$ cat config.mk
export PLATFORM = sky130hd
export DESIGN_NAME = tmc_channel_mode_config
export DESIGN_NICKNAME = d
export VERILOG_FILES = /design/src/rtl/tmc_pkg.sv /design/src/rtl/tmc_channel_mode_config.sv
export SDC_FILE = /design/constraint.sdc
export NUM_CORES = 1
export LEC_CHECK = 0
export ABC_AREA = 0
export BUFFER_PORTS_ARGS = -buffer_cell sky130_fd_sc_hd__buf_2
export CORE_MARGIN = 1
export CORE_UTILIZATION = 55
export CTS_CLUSTER_DIAMETER = 80
export DETAILED_ROUTE_END_ITERATION = 8
export PLACE_DENSITY_LB_ADDON = 0.1
export SYNTH_ARGS = -nofsm -noshare
export SYNTH_HDL_FRONTEND = slang
export SYNTH_SLANG_ARGS = --single-unit
$ cat constraint.sdc
create_clock -name pclk -period 2.6 [get_ports pclk]
set_input_delay 0.52 -clock pclk [delete_from_list [all_inputs] [get_ports pclk]]
set_output_delay 0.52 -clock pclk [all_outputs]
set_load 0.005 [all_outputs]
$ cat src/rtl/tmc_pkg.sv
package tmc_pkg;
    // Channel count and register indices (byte address = 4 * index)
    localparam int          NCH       = 8;
    localparam logic [19:0] CH0_IDX   = 20'hf0190;
    localparam logic [19:0] CH7_IDX   = 20'hf019e;
    localparam logic [19:0] STAT_IDX  = 20'hf01a0;
    localparam logic [19:0] START_IDX = 20'hf01a2;
    localparam logic [19:0] STOP_IDX  = 20'hf01a4;
    // Field positions inside a mode register
    localparam int CKS_LSB = 14;
    localparam int CCS_BIT = 12;
    localparam int B11_BIT = 11;
    localparam int STS_LSB = 8;
    localparam int CIS_LSB = 6;
    localparam int MD_LSB  = 1;
    // Reset value, writable bits, bit 11 and channel groups
    localparam logic [15:0] MODE_RST  = 16'h0000;
    localparam logic [15:0] WR_MASK   = 16'hd7cf;
    localparam logic [15:0] B11_MASK  = 16'h0800;
    localparam logic [7:0]  MASTER_CH = 8'h54;
    localparam logic [7:0]  SPLIT_CH  = 8'h0a;
    localparam logic [7:0]  CK23_CH   = 8'h0a;
    localparam logic [15:0] ALL_STOP  = 16'h00ff;
    // Trigger source codes
    typedef enum logic [2:0] {
        TMC_STS_SW   = 3'b000,
        TMC_STS_EDGE = 3'b001,
        TMC_STS_BOTH = 3'b010,
        TMC_STS_MINT = 3'b100
    } tmc_sts_t;
    // Input edge codes
    typedef enum logic [1:0] {
        TMC_CIS_FALL = 2'b00,
        TMC_CIS_RISE = 2'b01,
        TMC_CIS_LOW  = 2'b10,
        TMC_CIS_HIGH = 2'b11
    } tmc_cis_t;
endpackage

$ cat src/rtl/tmc_channel_mode_config.sv
// Our own choice: the APB interface to the registers.
`timescale 1ns/1ns
// What this block does
// Software writes zero to bits 13, 5 and 4 of each mode register.
// Software stops all channels (00ffh) before changing the CPU clock.
// Bit 11 set on channels 2, 4, 6 makes the channel a master.
// Bit 11 clear means independent or slave of a lower master.
// Only channels 2, 4 and 6 can become master through bit 11.
// Channel 0 is always a master whatever bit 11 holds.
// Software clears bit 11 on channels used independently.
// Channels 1 and 3 with bit 11 clear count as 16-bit timers.
// Channels 1 and 3 with bit 11 set count as 8-bit timers.
// Trigger code 000 starts only by software trigger.
// Code 001 uses the valid pin edge as start and capture.
// Code 010 uses one pin edge to start, the other to capture.
// Code 100 starts a slave from its master interrupt; others prohibited.
// Bit 11 of channels 0, 5 and 7 reads zero, ignores writes.
// Eight mode registers from f0190h to f019eh, reset 0000h.
// Fields: clock 15:14, source 12, trigger 10:8, edge 7:6, mode 3:0.
// Clock code 00/01/10/11 selects clock 0/2/1/3; 2 and 3 on 1,3 only.
// Edge code 00 fall, 01 rise, 10 fall start, 11 rise start.
// Count source 0 uses operation clock, 1 uses input pin edges.
module tmc_channel_mode_config (
    input  wire logic        pclk,          // Bus and timer clock
    input  wire logic        presetn,       // Asynchronous reset, active low
    input  wire logic        psel,          // APB select
    input  wire logic        penable,       // APB access phase
    input  wire logic        pwrite,        // APB direction
    input  wire logic [21:0] paddr,         // APB byte address
    input  wire logic [31:0] pwdata,        // APB write data
    output logic      [31:0] prdata,        // APB read data
    output logic             pready,        // APB ready
    output logic             pslverr,       // Unmapped access
    input  wire logic [7:0]  timer_input_pin, // Timer input per channel
    input  wire logic [7:0]  master_int,    // Interrupt from each channel
    output logic      [7:0]  running,       // Channel enabled
    output logic      [7:0]  start_trig,    // Start trigger pulse
    output logic      [7:0]  capture_trig,  // Capture trigger pulse
    output logic      [7:0]  pin_count_edge, // Count pulse from pin
    output logic      [7:0]  count_src,     // 1: count pin edges
    output logic      [15:0] op_clock_num,  // Prescaled clock number per channel
    output logic      [7:0]  master_sel,    // Channel is a master
    output logic      [7:0]  half_width,    // Channel counts as 8-bit
    output logic      [7:0]  cfg_error      // Prohibited setting
);
    logic [15:0] mode_ff [8];
    logic [7:0]  run_ff;
    logic [7:0]  pin_ff;
    logic [7:0]  start_ff;
    logic [7:0]  cap_ff;
    logic [7:0]  pcnt_ff;
    logic        pready_ff;
    logic [31:0] prdata_ff;
    logic        pslverr_ff;

    // Nearest lower master of channel n
    function automatic logic [2:0] master_of(input logic [7:0] m, input int n);
        logic [2:0] r;
        r = 3'h0;
        for (int i = 0; i < 8; i++)
        begin
            if (i < n && m[i])
                r = 3'(i);
        end
        return r;
    endfunction

    // Clock select code to prescaled clock number
    function automatic logic [1:0] clk_num(input logic [1:0] cks);
        return {cks[0], cks[1]};
    endfunction

    // Address decode
    wire [19:0] idx      = paddr[21:2];
    wire [19:0] ch_off   = idx - tmc_pkg::CH0_IDX;
    wire [2:0]  ch       = ch_off[3:1];
    wire        ch_hit   = idx >= tmc_pkg::CH0_IDX && idx <= tmc_pkg::CH7_IDX && !idx[0];
    wire        stat_hit = idx == tmc_pkg::STAT_IDX;
    wire        strt_hit = idx == tmc_pkg::START_IDX;
    wire        stop_hit = idx == tmc_pkg::STOP_IDX;
    wire        mapped   = ch_hit | stat_hit | strt_hit | stop_hit;
    wire        acc      = psel & penable & !pready_ff;
    wire        fire     = psel & penable & pready_ff;
    wire        wr_fire  = fire & pwrite & mapped;
    wire        bit11_ok = tmc_pkg::MASTER_CH[ch] | tmc_pkg::SPLIT_CH[ch];
    wire [15:0] wmask    = tmc_pkg::WR_MASK | (bit11_ok ? tmc_pkg::B11_MASK : 16'h0000);
    wire [15:0] wval     = pwdata[15:0] & wmask;
    wire [7:0]  sw_start = (wr_fire & strt_hit) ? pwdata[7:0] : 8'h00;
    wire [7:0]  sw_stop  = (wr_fire & stop_hit) ? pwdata[7:0] : 8'h00;
    wire [31:0] rd_val   = ch_hit ? {16'h0000, mode_ff[ch]} :
                           stat_hit ? {24'h000000, run_ff} : 32'h00000000;

    // Pin edges
    wire [7:0] rise = timer_input_pin & ~pin_ff;
    wire [7:0] fall = ~timer_input_pin & pin_ff;

    logic [7:0] hw_start;
    logic [7:0] hw_cap;
    logic [7:0] valid_e;

    // Per-channel decode of the mode register
    for (genvar n = 0; n < 8; n++)
    begin : g_ch
        wire [1:0] cks  = mode_ff[n][tmc_pkg::CKS_LSB +: 2];
        wire [2:0] sts  = mode_ff[n][tmc_pkg::STS_LSB +: 3];
        wire [1:0] cis  = mode_ff[n][tmc_pkg::CIS_LSB +: 2];
        wire [2:0] md   = mode_ff[n][tmc_pkg::MD_LSB +: 3];
        wire       b11  = mode_ff[n][tmc_pkg::B11_BIT];
        wire       st_e = cis[0] ? rise[n] : fall[n];
        wire       cp_e = cis[0] ? fall[n] : rise[n];
        wire       mi   = master_int[master_of(master_sel, n)];
        wire       md_bad  = md == 3'b001 || md == 3'b101 || md == 3'b111;
        wire       sts_bad = sts != tmc_pkg::TMC_STS_SW && sts != tmc_pkg::TMC_STS_EDGE &&
                             sts != tmc_pkg::TMC_STS_BOTH && sts != tmc_pkg::TMC_STS_MINT;
        // Valid edge: single edge for 00/01, both edges otherwise
        assign valid_e[n] = cis == tmc_pkg::TMC_CIS_FALL ? fall[n] :
                            cis == tmc_pkg::TMC_CIS_RISE ? rise[n] : rise[n] | fall[n];
        // Hardware start source
        assign hw_start[n] = sts == tmc_pkg::TMC_STS_EDGE ? valid_e[n] :
                             sts == tmc_pkg::TMC_STS_BOTH ? st_e :
                             sts == tmc_pkg::TMC_STS_MINT ? mi & !master_sel[n] : 1'b0;
        // Hardware capture source
        assign hw_cap[n] = sts == tmc_pkg::TMC_STS_EDGE ? valid_e[n] :
                           sts == tmc_pkg::TMC_STS_BOTH ? cp_e : 1'b0;
        assign master_sel[n] = (n == 0) ? 1'b1 : tmc_pkg::MASTER_CH[n] & b11;
        assign half_width[n] = tmc_pkg::SPLIT_CH[n] & b11;
        assign count_src[n] = mode_ff[n][tmc_pkg::CCS_BIT];
        assign op_clock_num[2*n +: 2] = clk_num(cks);
        assign cfg_error[n] = sts_bad | md_bad | (cks[0] & !tmc_pkg::CK23_CH[n]);
    end

    // Mode registers
    always_ff @(posedge pclk or negedge presetn)
    begin
        if (!presetn)
        begin
            for (int i = 0; i < 8; i++)
                mode_ff[i] <= tmc_pkg::MODE_RST;
        end
        else if (wr_fire && ch_hit)
        begin
            mode_ff[ch] <= wval;
        end
    end

    // Run flags: start sets, stop clears
    wire [7:0] nxt_run = (run_ff | sw_start) & ~sw_stop;
    wire [7:0] nxt_start = sw_start | (run_ff & hw_start);
    wire [7:0] nxt_cap = run_ff & hw_cap;
    wire [7:0] nxt_pcnt = run_ff & count_src & valid_e;

    // Trigger and edge registers
    always_ff @(posedge pclk or negedge presetn)
    begin
        if (!presetn)
        begin
            run_ff   <= 8'h00;
            pin_ff   <= 8'h00;
            start_ff <= 8'h00;
            cap_ff   <= 8'h00;
            pcnt_ff  <= 8'h00;
        end
        else
        begin
            run_ff   <= nxt_run;
            pin_ff   <= timer_input_pin;
            start_ff <= nxt_start;
            cap_ff   <= nxt_cap;
            pcnt_ff  <= nxt_pcnt;
        end
    end

    // APB slave: one wait state, answer registered
    always_ff @(posedge pclk or negedge presetn)
    begin
        if (!presetn)
        begin
            pready_ff  <= 1'b0;
            prdata_ff  <= 32'h00000000;
            pslverr_ff <= 1'b0;
        end
        else
        begin
            pready_ff  <= acc;
            prdata_ff  <= acc ? rd_val : 32'h00000000;
            pslverr_ff <= acc & !mapped;
        end
    end

    // Outputs
    assign pready         = pready_ff;
    assign prdata         = prdata_ff;
    assign pslverr        = pslverr_ff;
    assign running        = run_ff;
    assign start_trig     = start_ff;
    assign capture_trig   = cap_ff;
    assign pin_count_edge = pcnt_ff;

    wire wr_ch = wr_fire & ch_hit;
endmodule

# Word-level counts from Yosys, hierarchy flattened

Memory sizes are Yosys's and may differ from the RTL's.
Cells that the tools add are included.

Word-level logic and storage cells: 320
Output and inout port bits: 114
Flip-flop bits (word level): 202
Memory bits (read-only): 16
Input bits: 75
Memories: 2

Memory list:

| memory           | depth | bits a word | read ports | clocked after memory_dff | write ports | RTL line                      | RTL |
|---|---|---|---|---|---|---|---|
| (name not given) | 8     | 1           | 1          | 0                        | 0           | tmc_channel_mode_config.sv:85 | `wire bit11_ok = tmc_pkg::MASTER_CH[ch] \| tmc_pkg::SPLIT_CH[ch];` |
| (name not given) | 8     | 1           | 1          | 0                        | 0           | tmc_channel_mode_config.sv:85 |  |

Add/subtract/negate cells: 1
Reduce and logical (&&, ||, !) cells: 66
Equality and inequality tests: 82
Bitwise gates (word level): 51
Order comparisons: 8
Mux-type cells: 94

Operators with widths:

| kind                   | count |
|---|---|
| $bwmux W128            | 1 |
| $mux W16               | 5 |
| $mux W1                | 76 |
| $eq A3 B3 Y1 const B   | 23 |
| $eq A20 B20 Y1 const B | 3 |
| $and A8 B8 Y8          | 7 |
| $bmux W16 S3           | 1 |
| $demux W16 S3          | 1 |
| $eq A3 B1 Y1 const B   | 16 |
| $logic_and A1 B1 Y1    | 28 |
| $or A1 B1 Y1           | 26 |
| $eq A3 B2 Y1 const B   | 8 |
| $mux W8                | 3 |
| $ne A3 B1 Y1 const B   | 8 |
| $ne A3 B2 Y1 const B   | 8 |
| $ne A3 B3 Y1 const B   | 8 |
| $not A8 Y8             | 3 |
| $reduce_bool A3 Y1     | 8 |
| $ge A20 B20 Y1 const B | 1 |
| $le A20 B20 Y1 const B | 1 |
| $and A16 B16 Y16       | 1 |
| $eq A2 B1 Y1 const B   | 8 |
| $logic_not A2 Y1       | 8 |
| $logic_or A1 B1 Y1     | 16 |
| other kinds (13)       | 34 |

# Depth between registers and ports, before layout

Depth in word-level cells: 11
Gate-level depth with buffers: 8
Mapped depth without buffers: 7

# Worst setup path before layout

No wires, ideal clock.

Path type: in2reg
Start: input paddr[16]
End: register mode_ff (netlist bit count_src[4])
Path slack: 0.279 ns
Data arrival time: 2.196 ns
Stages on the path: 6
Data required time: 2.475 ns
Path buffers: 1
Library setup time: 0.125 ns
Path through: or4_4 -> or2_4 -> nor4b_4 -> nand3_2 -> buf_6 -> mux2_4

Cells in the longest elaborated chain, start to end: 8
Elaborated cells on any way between the ends: 12
Classes of those cells: 2 x order compare; 3 x eq/ne; 4 x bitwise; 3 x reduce/logical

Ends and longest elaborated chain:

| what                                             | RTL line                       | RTL |
|---|---|---|
| start: declaration                               | tmc_channel_mode_config.sv:29  | `input wire logic [21:0] paddr,` |
| $ge A20 B20 Y1 or $le A20 B20 Y1 (tied branches) | tmc_channel_mode_config.sv:77  | `wire ch_hit = idx >= tmc_pkg::CH0_IDX && idx <= tmc_pkg::CH7_IDX && !idx[0];` |
| $logic_and A1 B1 Y1 (2 in series)                | tmc_channel_mode_config.sv:77  |  |
| $or A1 B1 Y1 (3 in series)                       | tmc_channel_mode_config.sv:81  | `wire mapped = ch_hit \| stat_hit \| strt_hit \| stop_hit;` |
| $and A1 B1 Y1                                    | tmc_channel_mode_config.sv:84  | `wire wr_fire = fire & pwrite & mapped;` |
| $logic_and A1 B1 Y1 *                            | tmc_channel_mode_config.sv:140 | `else if (wr_fire && ch_hit)` |
| end signal: indexed assignment                   | tmc_channel_mode_config.sv:138 | `mode_ff[i] <= tmc_pkg::MODE_RST;` |
| end signal: indexed assignment                   | tmc_channel_mode_config.sv:142 | `mode_ff[ch] <= wval;` |
| end: declaration                                 | tmc_channel_mode_config.sv:46  | `logic [15:0] mode_ff [8];` |

Every way passes the cells marked *; elsewhere a longest branch is shown, timed or not.
A chain may end at the register's enable or synchronous reset.

# Worst setup path in the final report

Start: input paddr[17]
End: register prdata_ff[11], in the netlist prdata[11]

Cells in the longest elaborated chain, start to end: 5
Elaborated cells on any way between the ends: 6
Classes of those cells: 2 x order compare; 2 x mux; 2 x reduce/logical

Ends and longest elaborated chain:

| what                                             | RTL line                       | RTL |
|---|---|---|
| $ge A20 B20 Y1 or $le A20 B20 Y1 (tied branches) | tmc_channel_mode_config.sv:77  |  |
| $logic_and A1 B1 Y1 * (2 in series)              | tmc_channel_mode_config.sv:77  |  |
| $mux W16 *                                       | tmc_channel_mode_config.sv:90  | `wire [31:0] rd_val = ch_hit ? {16'h0000, mode_ff[ch]} :` |
| $mux W16 *                                       | tmc_channel_mode_config.sv:185 | `prdata_ff <= acc ? rd_val : 32'h00000000;` |
| end signal: assignment                           | tmc_channel_mode_config.sv:185 |  |
| end: declaration                                 | tmc_channel_mode_config.sv:53  | `logic [31:0] prdata_ff;` |

Marks and branches as above.

==> flow_summary.toml <==
[clock_tree]
post_cts.repair.setup_buffers = 0
cts.sink_count = 161
cts_tree = "built"
worstSkewPairLatency_ns = 0.44
htree_levels = 4
hold_buffers = 0
cts_root_buf = "clkbuf_16"
cts_resized = 0
clockBufferDepth = 2
cts.clk_slew.worst_paths_ns = 0.07
numCtsBuffers = 17

[synthesis]
synth_edf_count = 0
syn_avg_cell_area_um2 = 11.5
synthTopCellsByCount = "dfrtp_1 (161), mux2_2 (91), buf_4 (60)"
yosysTopAreaCellShare_pct = 47.4
synth.most_common_cell = "dfrtp_1"
syn-cell-area_mm2 = 0.00850
yosysWarningCount = 0
synth_top_area_cell = "dfrtp_1"
synth_area_leaders = "dfrtp_1 (47%), mux2_2 (12%), buf_4 (5.3%), mux2i_1 (4.6%), mux2_4 (3.4%)"
syn_inst = 740
synth_async_sr_flop_share_pct = 100
yosysUniqueCellTypes = 65
ys.flop_type = "dfrtp_1"
synth-seq-cells = 161
synth_seq_area_share_pct = 47.4

[worst_setup_path]
reg2reg_from = "pready$_DFF_PN0_"
end_kind = "flip-flop"
critPathLaunchType = "input pin"
path_class = "input pin to flip-flop"
required_ns = 2.97
rr_worst_depth = 5
r2r_slack_ns = 0.46
r2r_end = "g_ch[5].cis[0]$_DFFE_PN0P_"
crit_arrival_ns = 2.68
cp_max_fo = 9

[sta]
slew_violations = 0
grt_setup_unrepaired = "false"
fin_crit_ns = 2.31
hold_violations = 0
min_period_over_period_pct = 88.7
fin_skew_ns = 0.0109
fin_tns_setup_ns = 0
relSlewSlack_pct = 42.2
max_freq_ghz = 0.434
setup_viol = 0
tightest_slew_ns = 0.845

[flow_run]
drv_cap = 0

[layout]
antenna_cells = 0
drive_above_1_share_pct = 38.2
nets = 948
area.growth.synth_to_final_pct = 15.4

[floorplanning]
dieWidth_um = 126
start_util_pct = 56.1
coreArea_mm2 = 0.0151
dieHeight_um = 126
ios = 189
core.rowCount = 45
die_area_mm2 = 0.0160

[route]
first_pass_iters = 5
wl_per_cell_um = 20.9
drc = 0
viasPerCell = 5.90
wl_um = 22100
dr_total_vias = 6242
detail-route-antenna-nets = 0
drtIter0Drc = 424

[global_route]
grt_start_max_net_pins = 60
grt_pass1_wl_um = 34800
antenna_found_initial = 0
first_global_vias = 6253
overflow = 0
grt_usage_pct = 29.3

[run_status]
outcome = "complete, no violations"

[power]
peakVddDrop_uv = 487
power.density_mw_per_mm2 = 549
power.leakage_nw = 5.07
finalPower_mw = 5.39

[min_path]
hp-class = "input pin to async pin"

[place]
dp_hpwl_um = 15900
place_congestion = 0.897
portBuffers = 137
[metal layers]
layer | up-vias | track usage, % | share of wire (%)
met4 | 0 | 13.9 | 3.9
met2 | 280 | 47.3 | 48
met5 | - | 0 | 0
met1 | 3092 | 38.0 | 43
li1 | 2809 | - | -
met3 | 61 | 6.20 | 5.9
[logic make-up after synthesis]
group | after synthesis | synth area share, %
buffers and inverters | 119 | 8.27
DFF | 161 | 47.4
muxes | 155 | 21.5
and+or+nand+nor | 162 | 11.1
other | 2 | 0.0883
AOI/OAI and AO/OA | 125 | 9.36
adders and majority gates | 16 | 2.35
[cell type report]
type / count / area, µm²
Clock buffer: 21 / 460
Multi-Input combinational cell: 486 / 3870
Fill cell: 1177 / 5340
Timing Repair Buffer: 165 / 990
Sequential cell: 161 / 4030
Clock inverter: 11 / 130
Tap cell: 188 / 235
Inverter: 26 / 97.6
[flip-flops by register name, indices dropped and copies added (netlist names), 15 cells and up]
signal / flops
prdata: 15
g_ch.sts: 24
g_ch.cis: 16
op_clock_num: 16
g_ch.md: 24
[per-stage QoR]
step                      utilization (%)  instances  setup WS, ns  hold WS, ns  instance area, µm²
after floorplan                         -        766         0.279        0.224                8600
after global placement               60.9       1026        0.0651        0.467                9220
after detailed placement             60.9       1026       -0.0201        0.467                9220
after CTS                            64.8       1058         0.429       0.0764                9810
after global routing                 64.8       1058         0.277       0.0998                9810
final                                64.8       1058         0.294       0.0622                9810
[placed cells by master (no fill, tap or decap), types with 5 or more instances in the layout]
| cell type | Yosys | final |
|---|---|---|
| nand3b_1 | 5 | 5 |
| a21oi_1 | 50 | 50 |
| o22ai_1 | 12 | 12 |
| ha_1 | 16 | 16 |
| and3_1 | 8 | 8 |
| buf_4 | 60 | 21 |
| clkbuf_16 | 0 | 17 |
| conb_1 | 2 | 28 |
| nor3b_1 | 8 | 8 |
| dfrtp_1 | 161 | 161 |
| a211oi_1 | 6 | 6 |
| nor3_1 | 13 | 13 |
| nor2b_1 | 5 | 5 |
| buf_2 | 7 | 136 |
| mux2_2 | 91 | 91 |
| buf_12 | 0 | 7 |
| mux2i_1 | 39 | 39 |
| o21ai_0 | 16 | 16 |
| o311ai_0 | 6 | 6 |
| nand2b_1 | 11 | 11 |
| nand2_1 | 37 | 37 |
| mux2_4 | 19 | 19 |
| mux4_2 | 5 | 5 |
| nor2_1 | 36 | 36 |
| inv_1 | 25 | 25 |
[critical path, cell delays in order]
cell and delay (ns):
buf_2 0.09, or2_2 0.32, nor4_4 0.32, buf_4 0.20, nand3_1 0.12, buf_4 0.21
a2111oi_0 0.68, buf_4 0.22
[power breakdown]
| group | internal, mW | total [mW] | switching [mW] |
|---|---|---|---|
| combinational | 0.114 | 0.343 | 0.230 |
| sequential | 2.51 | 2.52 | 0.00514 |
| clock | 1.47 | 2.52 | 1.05 |
[worst max path at each step]
stage	to	depth (start not counted)	startpoint	slack [ns]
6_report	prdata[11]$_DFF_PN0_	8	paddr[17]	0.29
5_1_grt	prdata[11]$_DFF_PN0_	8	paddr[17]	0.28
3_3_place_gp	prdata[11]$_DFF_PN0_	8	paddr[17]	0.07
2_1_floorplan	count_src[4]$_DFFE_PN0P_	6	paddr[16]	0.28
4_1_cts	prdata[11]$_DFF_PN0_	8	paddr[17]	0.43
3_5_place_dp	prdata[11]$_DFF_PN0_	8	paddr[17]	-0.02
No activity file was read; power rests on OpenSTA's default activity.
